`config.mk`:
```
export PLATFORM = sky130hd
export DESIGN_NAME = dcmp_top
export DESIGN_NICKNAME = d
export VERILOG_FILES = /design/src/hw/dcmp_pkg.sv /design/src/hw/dcmp_top.sv /design/src/hw/dcmp_channel.sv
export SDC_FILE = /design/constraint.sdc
export NUM_CORES = 1
export LEC_CHECK = 0
export BUFFER_PORTS_ARGS = -buffer_cell sky130_fd_sc_hd__buf_4
export CORE_ASPECT_RATIO = 0.5
export CORE_MARGIN = 8
export CORE_UTILIZATION = 55
export CTS_BUF_LIST = sky130_fd_sc_hd__clkbuf_16
export DETAILED_ROUTE_END_ITERATION = 8
export GPL_ROUTABILITY_DRIVEN = 0
export PLACE_DENSITY_LB_ADDON = 0.12
export SKIP_LAST_GASP = 1
export SLEW_MARGIN = 30
export SYNTH_ARGS = -nofsm -noshare
export SYNTH_HDL_FRONTEND = slang
export SYNTH_SLANG_ARGS = --single-unit
```
`constraint.sdc`:
```
create_clock -name clk -period 2.61 [get_ports clk]
set_input_delay 0.1305 -clock clk [delete_from_list [all_inputs] [get_ports clk]]
set_output_delay 0.1305 -clock clk [all_outputs]
set_load 0.1 [all_outputs]
```
`src/hw/dcmp_pkg.sv`:
```
package dcmp_pkg;

    // Register word offsets on the plain register port.
    localparam logic [2:0] SETUP1_ADDR  = 3'h0;
    localparam logic [2:0] SETUP2_ADDR  = 3'h1;
    localparam logic [2:0] RESULT_ADDR  = 3'h2;
    localparam logic [2:0] FLAG_ADDR    = 3'h3;
    localparam logic [2:0] ENABLE_ADDR  = 3'h4;
    localparam logic [2:0] CORE_ADDR    = 3'h5;
    localparam logic [2:0] PORTE_ADDR   = 3'h6;

    // Setup register fields.
    localparam int SETUP_ON_BIT    = 7;
    localparam int SETUP_OE_BIT    = 6;
    localparam int SETUP_INV_BIT   = 5;
    localparam int SETUP_EVT_HI    = 4;
    localparam int SETUP_EVT_LO    = 3;
    localparam int SETUP_PLUS_BIT  = 2;
    localparam int SETUP_MINUS_HI  = 1;
    localparam int SETUP_MINUS_LO  = 0;
    localparam logic [7:0] SETUP_RESET = 8'h1f;

    // Result register fields.
    localparam int RESULT_CMP1_BIT = 6;
    localparam int RESULT_CMP2_BIT = 7;

    // Flag and enable register fields (comparator 1 on 4, 2 on 5).
    localparam int FLAG_CMP1_BIT   = 4;
    localparam int FLAG_CMP2_BIT   = 5;

    // Interrupt core register fields.
    localparam int CORE_PERIPH_BIT = 6;
    localparam int CORE_GLOBAL_BIT = 7;

    // Port E direction bits for the two output pins (1 = input).
    localparam int PORTE_CMP1_BIT  = 1;
    localparam int PORTE_CMP2_BIT  = 2;
    localparam logic [7:0] PORTE_RESET = 8'hff;

    // Event edge select encodings.
    typedef enum logic [1:0] {
        DCMP_EVT_NONE = 2'b00,
        DCMP_EVT_RISE = 2'b01,
        DCMP_EVT_FALL = 2'b10,
        DCMP_EVT_ANY  = 2'b11
    } dcmp_evt_t;

    // Minus-input channel encodings.
    typedef enum logic [1:0] {
        DCMP_MIN_FIRST_B  = 2'b00,
        DCMP_MIN_OWN_C    = 2'b01,
        DCMP_MIN_SECOND_B = 2'b10,
        DCMP_MIN_BANDGAP  = 2'b11
    } dcmp_min_t;

endpackage

```
`src/hw/dcmp_top.sv`:
```
// The placing of the registers and strobed register access are this design's own decisions.
`timescale 1ns/1ns
// Notes on behaviour
// - On bit enables comparator; off saves power.
// - Two-bit field picks minus input source.
// - 11 bandgap, 10 other B, 01 C, 00 first B.
// - Plus source bit: pin A or ladder.
// - Result high when plus exceeds minus.
// - Invert bit flips result everywhere downstream.
// - Result register bits 6 and 7, read-only.
// - Output enable routes result to port pin.
// - Port direction bits still gate pin drivers.
// - 01 rising, 10 falling sets flag.
// - Edges seen after polarity adjustment.
// - 11 sets flag on any change.
// - 00 never sets flag.
// - Flag sticks until software writes zero.
// - Writing one to flag sets it.
// - Request needs comparator, peripheral, global enables.
// - Flags set regardless of enable bits.
// - Reset returns both setup registers, comparators off.
// - Enabled comparator keeps working and wakes in sleep.
module dcmp_top
    import dcmp_pkg::*;
(
    // Clock and asynchronous reset.
    input  wire logic       clk,
    input  wire logic       nrst,
    // Register port.
    input  wire logic [2:0] regAddr,
    input  wire logic [7:0] regWdata,
    input  wire logic       regWr,
    input  wire logic       regRd,
    output logic      [7:0] regRdata,
    // Analog comparator results, one per comparator.
    input  wire logic [1:0] rawResult,
    // Analog front-end controls, bit 0 is comparator 1.
    output logic      [1:0] cmpPowerOn,
    output logic      [1:0] plusInputSourceSelect,
    output logic      [1:0] minusSelFirst,
    output logic      [1:0] minusSelSecond,
    // Port E output pins: bit 0 first pin, bit 1 second pin.
    output logic      [1:0] pinOut,
    output logic      [1:0] pinOe,
    output logic      [1:0] pinMuxSel,
    // Interrupt request, also the wake from sleep.
    output logic            irqReq
);

    logic       rstSyncA_q, rstSyncB_q;
    logic       rstN;
    logic [7:0] setup_q [2];
    logic [7:0] setup_d [2];
    logic [1:0] flag_q,   flag_d;
    logic [1:0] irqEn_q,  irqEn_d;
    logic       periphEn_q, periphEn_d;
    logic       globalEn_q, globalEn_d;
    logic [7:0] portDir_q, portDir_d;
    logic [7:0] rdata_q,  rdata_d;
    logic [1:0] result;
    logic [1:0] cmpEvent;
    logic [1:0] pinOut_q, pinOut_d;
    logic [1:0] pinOe_q,  pinOe_d;
    logic [1:0] mux_q,    mux_d;
    logic [1:0] power_q,  power_d;
    logic [1:0] plus_q,   plus_d;
    logic [1:0] minA_q,   minA_d;
    logic [1:0] minB_q,   minB_d;
    logic       irq_q,    irq_d;

    // Reset enters asynchronously but is released in step with clk.
    always_ff @(posedge clk or negedge nrst) begin
        if (!nrst) begin
            rstSyncA_q <= 1'b0;
            rstSyncB_q <= 1'b0;
        end else begin
            rstSyncA_q <= 1'b1;
            rstSyncB_q <= rstSyncA_q;
        end
    end
    assign rstN = rstSyncB_q;

    // One digital path per comparator.
    genvar gi;
    generate
        for (gi = 0; gi < 2; gi++) begin : g_ch
            dcmp_channel u_ch (
                .clk       (clk),
                .rstN      (rstN),
                .enable    (setup_q[gi][SETUP_ON_BIT]),
                .invert    (setup_q[gi][SETUP_INV_BIT]),
                .edgeSel   (setup_q[gi][SETUP_EVT_HI:SETUP_EVT_LO]),
                .rawResult (rawResult[gi]),
                .result    (result[gi]),
                .event_o   (cmpEvent[gi])
            );
        end
    endgenerate

    // Register writes; hardware events win over a clearing write.
    always_comb begin
        setup_d    = setup_q;
        irqEn_d    = irqEn_q;
        periphEn_d = periphEn_q;
        globalEn_d = globalEn_q;
        portDir_d  = portDir_q;
        flag_d     = flag_q;
        if (regWr) begin
            unique case (regAddr)
                SETUP1_ADDR: setup_d[0] = regWdata;
                SETUP2_ADDR: setup_d[1] = regWdata;
                FLAG_ADDR: begin
                    flag_d[0] = regWdata[FLAG_CMP1_BIT];
                    flag_d[1] = regWdata[FLAG_CMP2_BIT];
                end
                ENABLE_ADDR: begin
                    irqEn_d[0] = regWdata[FLAG_CMP1_BIT];
                    irqEn_d[1] = regWdata[FLAG_CMP2_BIT];
                end
                CORE_ADDR: begin
                    periphEn_d = regWdata[CORE_PERIPH_BIT];
                    globalEn_d = regWdata[CORE_GLOBAL_BIT];
                end
                PORTE_ADDR: portDir_d = regWdata;
                default: ;
            endcase
        end
        // Enables play no part in setting the flags.
        flag_d = flag_d | cmpEvent;
    end

    always_ff @(posedge clk or negedge rstN) begin
        if (!rstN) begin
            setup_q[0] <= SETUP_RESET;
            setup_q[1] <= SETUP_RESET;
            flag_q     <= 2'h0;
            irqEn_q    <= 2'h0;
            periphEn_q <= 1'b0;
            globalEn_q <= 1'b0;
            portDir_q  <= PORTE_RESET;
        end else begin
            setup_q    <= setup_d;
            flag_q     <= flag_d;
            irqEn_q    <= irqEn_d;
            periphEn_q <= periphEn_d;
            globalEn_q <= globalEn_d;
            portDir_q  <= portDir_d;
        end
    end

    // Read data, valid the cycle after the strobe; unmapped reads zero.
    always_comb begin
        rdata_d = 8'h00;
        if (regRd) begin
            unique case (regAddr)
                SETUP1_ADDR: rdata_d = setup_q[0];
                SETUP2_ADDR: rdata_d = setup_q[1];
                RESULT_ADDR: begin
                    rdata_d[RESULT_CMP1_BIT] = result[0];
                    rdata_d[RESULT_CMP2_BIT] = result[1];
                end
                FLAG_ADDR: begin
                    rdata_d[FLAG_CMP1_BIT] = flag_q[0];
                    rdata_d[FLAG_CMP2_BIT] = flag_q[1];
                end
                ENABLE_ADDR: begin
                    rdata_d[FLAG_CMP1_BIT] = irqEn_q[0];
                    rdata_d[FLAG_CMP2_BIT] = irqEn_q[1];
                end
                CORE_ADDR: begin
                    rdata_d[CORE_PERIPH_BIT] = periphEn_q;
                    rdata_d[CORE_GLOBAL_BIT] = globalEn_q;
                end
                PORTE_ADDR: rdata_d = portDir_q;
                default: rdata_d = 8'h00;
            endcase
        end
    end

    // Analog controls, pin routing and interrupt, all registered.
    always_comb begin
        for (int i = 0; i < 2; i++) begin
            power_d[i] = setup_q[i][SETUP_ON_BIT];
            plus_d[i]  = setup_q[i][SETUP_PLUS_BIT];
            // Minus select goes as a code; the analog mux decodes it.
            minA_d[i]  = setup_q[i][SETUP_MINUS_LO];
            minB_d[i]  = setup_q[i][SETUP_MINUS_HI];
            mux_d[i]   = setup_q[i][SETUP_OE_BIT];
            // Result of a routed pin; the port value when not routed is
            // outside this block, so the pin then shows low.
            pinOut_d[i] = setup_q[i][SETUP_OE_BIT] & result[i];
        end
        // Direction bit set means input, so the driver stays off.
        pinOe_d[0] = ~portDir_q[PORTE_CMP1_BIT];
        pinOe_d[1] = ~portDir_q[PORTE_CMP2_BIT];
        // Flag feeds the request through a register, so the request follows a cycle later.
        irq_d = globalEn_q & periphEn_q
              & |(flag_q & irqEn_q);
    end

    always_ff @(posedge clk or negedge rstN) begin
        if (!rstN) begin
            rdata_q  <= 8'h00;
            power_q  <= 2'h0;
            plus_q   <= 2'h0;
            minA_q   <= 2'h0;
            minB_q   <= 2'h0;
            mux_q    <= 2'h0;
            pinOut_q <= 2'h0;
            pinOe_q  <= 2'h0;
            irq_q    <= 1'b0;
        end else begin
            rdata_q  <= rdata_d;
            power_q  <= power_d;
            plus_q   <= plus_d;
            minA_q   <= minA_d;
            minB_q   <= minB_d;
            mux_q    <= mux_d;
            pinOut_q <= pinOut_d;
            pinOe_q  <= pinOe_d;
            irq_q    <= irq_d;
        end
    end

    assign regRdata              = rdata_q;
    assign cmpPowerOn            = power_q;
    assign plusInputSourceSelect = plus_q;
    assign minusSelFirst         = minA_q;
    assign minusSelSecond        = minB_q;
    assign pinMuxSel             = mux_q;
    assign pinOut                = pinOut_q;
    assign pinOe                 = pinOe_q;
    assign irqReq                = irq_q;

endmodule

```
`src/hw/dcmp_channel.sv`:
```
`timescale 1ns/1ns
// One comparator's digital path: synchroniser, polarity and edge events.
module dcmp_channel
    import dcmp_pkg::*;
(
    // Clock and reset.
    input  wire logic       clk,
    input  wire logic       rstN,
    // Configuration.
    input  wire logic       enable,
    input  wire logic       invert,
    input  wire logic [1:0] edgeSel,
    // Raw asynchronous comparator result.
    input  wire logic       rawResult,
    // Polarity-adjusted result and one-cycle event.
    output logic            result,
    output logic            event_o
);

    logic syncA_q, syncA_d;
    logic syncB_q, syncB_d;
    logic prev_q,  prev_d;
    logic adjusted;
    logic rise, fall;

    // Gated comparator is held at the invert bit so a disabled one makes no noise.
    assign adjusted = (syncB_q & enable) ^ invert;
    assign result   = adjusted;

    // Two flip-flops tame the analog edge; the first feeds only the second.
    always_comb begin
        syncA_d = rawResult;
        syncB_d = syncA_q;
        prev_d  = adjusted;
    end

    always_ff @(posedge clk or negedge rstN) begin
        if (!rstN) begin
            syncA_q <= 1'b0;
            syncB_q <= 1'b0;
            prev_q  <= 1'b0;
        end else begin
            syncA_q <= syncA_d;
            syncB_q <= syncB_d;
            prev_q  <= prev_d;
        end
    end

    // Compare this sample with the last one to find edges.
    assign rise = adjusted & ~prev_q;
    assign fall = ~adjusted & prev_q;

    always_comb begin
        unique case (dcmp_evt_t'(edgeSel))
            DCMP_EVT_NONE: event_o = 1'b0;
            DCMP_EVT_RISE: event_o = rise;
            DCMP_EVT_FALL: event_o = fall;
            DCMP_EVT_ANY:  event_o = rise | fall;
        endcase
    end

endmodule

```
==> results of run 1 <==
==> layout by cell type, fill, tap and decap left out, drive strengths merged, types with 5 or more instances in the layout <==
master  count
o21ai       5
clkbuf      9
a21oi      12
inv         9
nor2        7
nor2b       6
nand2      17
mux2       28
buf        42
nor3        6
mux2i      10
dfstp      18
dfrtp      43
==> area by class of cell <==
cell class                 instances  share of cell area, %
clock buffer                       9                   7.11
multi-input combinational        120                   28.9
timing repair buffer              45                   10.9
sequential                        61                   48.9
tap                               57                   2.25
clock inverter                     7                   1.11
inverter                           7                  0.829
==> where the power goes <==
group	switching [mW]	total [mW]	internal [mW]
Sequential	0.117	1.29	1.17
Combinational	0.657	0.931	0.274
Clock	0.386	1.01	0.625
Total	1.16	3.23	2.07
==> layer usage <==
layer  GRT usage, %  up-vias  part of all wire, %
li1               -      770                    -
met1           20.0      849                   43
met2           24.1       53                   48
met3           7.12        2                  8.8
met4           6.49        0                 0.21
met5              0        -                    0
==> logic make-up after synthesis <==
logic type,share of synthesized area (%)
flops,60.9
simple gates,11.6
mux,16.3
compound gates,5.61
buf+inv,3.15
xor+xnor,1.38
fa+ha+maj,0.983
other cells,0.147
==> worst max-delay path, stage by stage (launching register included) <==
cell	delay (ps)
dfrtp_1	370
nand2_1	110
xnor2_1	300
ha_1	300
mux2i_1	160
nand2_1	80
nand3_1	70
==> final timing paths <==
kind | to | depth (start not counted) | slack (ps)
worst max register to register | flag_q[1]$_DFF_PN0_ | 6 | 1160
max in group asynchronous | plus_d[0]$_DFFE_PN1P_ | 1 | 1840
worst min-delay path | minA_d[1]$_DFFE_PN1P_ | 2 | 60
worst max-delay path | flag_q[1]$_DFF_PN0_ | 6 | 1160
min in group asynchronous | rstSyncA_q$_DFF_PN0_ | 2 | 120
worst min register to register | g_ch[0].u_ch.syncA_q$_DFF_PN0_ | 0 | 120
==> flip-flops by register name (all words and copies together) (netlist names), 2 cells and up <==
| signal | count |
|---|---|
| flag_q | 2 |
| g_ch.u_ch.prev_q | 2 |
| minB_d | 2 |
| pinMuxSel | 2 |
| g_ch.u_ch.syncA_q | 2 |
| plusInputSourceSelect | 2 |
| mux_d | 2 |
| regRdata | 8 |
| minA_d | 2 |
| setup_q | 6 |
| pinOe | 2 |
| minusSelSecond | 2 |
| plus_d | 2 |
| g_ch.u_ch.syncB_q | 2 |
| cmpPowerOn | 2 |
| minusSelFirst | 2 |
| power_d | 2 |
| pinOut | 2 |
| irqEn_q | 2 |
| portDir_q | 8 |
==> repair_timing <==
item                                   4_1_cts  5_1_grt
resized for setup                            0        0
endpoints found under the hold margin        4        0
hold buffers                                 3        0
==> impl_metrics.toml, run 1 <==
[setup_path]
path_class = "register to register"
r2r_start = "power_d[1]$_DFFE_PN0P_"
setup.worst_path.end_class = "register"
required_ps = 2870
crit_start = "power_d[1]$_DFFE_PN0P_"
crit_path_start_kind = "register"
path_max_fanout = 4
arrival_ps = 1710

[sta]
worst_slew_pin_slew_ps = 537
max_freq_mhz = 691
worst_slack_ps = 1160
post-route-min-period_ps = 1450
maxSlewViolCount = 0
whs_ps = 60.0
fin_crit_sh_pct = 55.4
rsz0062_at_grt = "no"
hold_violations = 0
fin_setup_tns_ps = 0
skew_ps = 3.44
max_slew_margin_pct = 64.1
finalSetupViolCount = 0

[final_layout]
final_area_mm2 = 0.00317
layout-drive-gt1-share_pct = 43.8
area_growth_pct = 24.5
register_area_mm2 = 0.00155
fin_cells = 306
utilization_pct = 71.6
fin_nets = 263
multi_input_area_um2 = 916
fill_cells = 309
antenna-diode-count = 0

[clocking]
cts_buffer_depth = 2
cts_root_buf = "clkbuf_16"
cts_buffers = 9
clock_latency_ps = 320
clock_sinks = 61
htreeDepth = 3
cts_tree = "yes"
post-cts-setup-buffers = 0
clk_pin_slew_worst_paths_ps = 50

[floorplanning]
die_h_um = 64.1
start_util_pct = 57.5
chipWidth_um = 112
ios = 40
rows = 17
coreArea_mm2 = 0.00442
die_area_mm2 = 0.00719

[yosys]
synth.most_common_cell = "dfrtp_1"
synthCells = 195
yosysSeqAreaShare_pct = 60.9
synth_top_area_share_pct = 42.3
synth.avg_cell_area_um2 = 13.1
synth_top_area_cell = "dfrtp_1"
yosys.cell_types.count = 35
synthTopCellsByCount = "dfrtp_1, mux2_2, dfstp_2"
synth_area_leaders = "dfrtp_1, dfstp_2, mux2_2"
synthesis.nets = 214
netlist_area_mm2 = 0.00254
yosys_warnings = 0
synthArstFlopShare_pct = 100
ys_ff_latch = 61
synth_flop_cell = "dfrtp_1"
synth_edf_count = 0

[grt]
antenna_found_initial = 0
grt_usage_pct = 16.0
grt_max_degree = 28
grt_pass1_vias = 1715
grt_pass1_wl_mm = 8.87
grt-ovfl-total = 0

[detailed_routing]
drc_errors = 0
drt_iter0_markers = 92
routed-via-count = 1674
dr.pass1.iters = 4
wire_per_inst_um = 17.0
antenna_left = 0
routed_wl_mm = 5.19
viasPerCell = 5.47

[worst_hold_path]
min_from = "regWdata[0]"
hold_class = "input port to register"

[placement]
placed_cells = 287
pre_cts_ws_ps = 1060
io_buffers = 39
dp_hpwl_mm = 3.55
dpl_cell_area_mm2 = 0.00288

[power_and_ir_drop]
total_power_mw = 3.23
p_per_area_mw_per_mm2 = 1020
p_leak_nw = 1.46
ir_drop_uv = 497

[outcome]
status = "finished, final reports clean"

[flow_run]
max_cap_violations = 0
Note: power is estimated with default switching activity, not from simulation.
==> run 2: changes to the inputs <==
==> constraint.sdc (replaced) <==
create_clock -name clk -period 1.4 [get_ports clk]
set_input_delay 0.07 -clock clk [delete_from_list [all_inputs] [get_ports clk]]
set_output_delay 0.07 -clock clk [all_outputs]
set_load 0.1 [all_outputs]
==> impl_metrics.toml, run 2 (synthesis gave the netlist of run 1 again) <==
[outcome]
status = "finished, final reports clean"

[sta]
maxSlewViolCount = 0
finalSetupViolCount = 0
fin_crit_sh_pct = 94.8
max_freq_mhz = 754
skew_ps = 3.91
rsz0062_at_grt = "no"
post-route-min-period_ps = 1330
fin_setup_tns_ps = 0
whs_ps = 11.4
hold_violations = 0

[final_layout]
final_cell_mix = "buf_4, dfrtp_1, mux2_2, dfstp_2, nand2_1"
layout-drive-gt1-share_pct = 46.4
final_area_mm2 = 0.00333
fin_nets = 277
antenna-diode-count = 0
fin_cells = 320
utilization_pct = 75.4
layout_commonest_cell = "buf_4"
area_growth_pct = 31.0

[clocking]
cts_tree = "yes"
htreeDepth = 3
clock_latency_ps = 320
clk_pin_slew_worst_paths_ps = 50
cts_buffers = 9
clock_sinks = 61
cts_buffer_depth = 2
cts_root_buf = "clkbuf_16"

[placement]
dpl_cell_area_mm2 = 0.00295
io_buffers = 39
dp_hpwl_mm = 3.71
placed_cells = 295

[floorplanning]
rows = 17
coreArea_mm2 = 0.00442
die_area_mm2 = 0.00719
die_h_um = 64.1
ios = 40
chipWidth_um = 112
start_util_pct = 57.5

[detailed_routing]
routed_wl_mm = 5.39
dr.pass1.iters = 4
wire_per_inst_um = 16.8
drt_iter0_markers = 46
antenna_left = 0
drc_errors = 0
viasPerCell = 5.30
routed-via-count = 1696

[power_and_ir_drop]
p_per_area_mw_per_mm2 = 1880
ir_drop_uv = 895
p_leak_nw = 1.54

[setup_path]
crit_path_start_kind = "register"
path_class = "register to register"
required_ps = 1650
arrival_ps = 1580
setup.worst_path.end_class = "register"
crit_chain = "nand2_2, xnor2_2, ha_1, mux2i_1, nand2_1, nand3_1"
cpMaxStageDelayCell = "dfrtp_1"
path_max_fanout = 3
max_stage_delay_ps = 370

[grt]
antenna_found_initial = 0
grt-ovfl-total = 0
grt_pass1_vias = 1769
grt_usage_pct = 16.1
grt_pass1_wl_mm = 8.85
grt_max_degree = 33

[worst_hold_path]
hold_class = "input port to register"

[flow_run]
max_cap_violations = 0
[run 2: through the flow]
stage / power, mW / worst slack, ps
finish: 6.28 / 73.3
global placement: 4.13 / 95.7
CTS: 6.31 / 21.2
floorplan: 3.73 / 158
detailed placement: 4.19 / -101
global route: 6.54 / 27.4
[run 2: what timing repair did]
item | CTS | global route
endpoints found under the hold margin | 11 | 0
setup endpoints to repair | 1 | 3
hold buffers | 6 | 0
pin swaps | 1 | 0
buffers inserted | 1 | 2
gates resized for setup | 1 | 2
[run 2: worst max-delay path: cells and delay by family, from the launching register on]
| family | cells | cell delay (ps) |
|---|---|---|
| xor gates and xnor gates | 1 | 190 |
| DFF | 1 | 370 |
| muxes | 1 | 190 |
| and+or+nand+nor | 3 | 260 |
| adders and majority gates | 1 | 260 |
[run 2: path summary, 6_finish.rpt]
path                                             start                      end  slack [ps]  cells after the start
worst max-delay path            power_d[1]$_DFFE_PN0P_      flag_q[1]$_DFF_PN0_          70                      6
worst min-delay path                       regWdata[2]    plus_d[0]$_DFFE_PN1P_          10                      2
worst max register to register  power_d[1]$_DFFE_PN0P_      flag_q[1]$_DFF_PN0_          70                      6
worst min register to register          rstN$_DFF_PN0_  cmpPowerOn[0]$_DFF_PN0_         270                      1
max in group asynchronous               rstN$_DFF_PN0_    plus_d[1]$_DFFE_PN1P_         770                      1
min in group asynchronous                         nrst           rstN$_DFF_PN0_          60                      2
[run 2: layout make-up]
cell class | instances | area, um2
tap | 57 | 71.3
multi-input combinational | 120 | 932
clock inverter | 7 | 58.8
inverter | 7 | 26.3
clock buffer | 9 | 225
fill | 287 | 1090
timing repair buffer | 59 | 470
sequential | 61 | 1550
[run 2: power by group]
part / total [mW] / leakage, nW / internal [mW] / switching [mW]
Combinational: 1.82 / 0.686 / 0.566 / 1.26
Sequential: 2.40 / 0.712 / 2.19 / 0.209
Clock: 2.06 / 0.145 / 1.35 / 0.712
Total: 6.28 / 1.54 / 4.10 / 2.18
[run 2: metal layers]
layer  global-route usage (%)  vias up  part of all wire, %
li1                         -      802                    -
met1                     18.9      844                   47
met2                     26.1       43                   47
met3                     7.49        7                  5.6
met4                     4.99        0                 0.71
met5                        0        -                    0
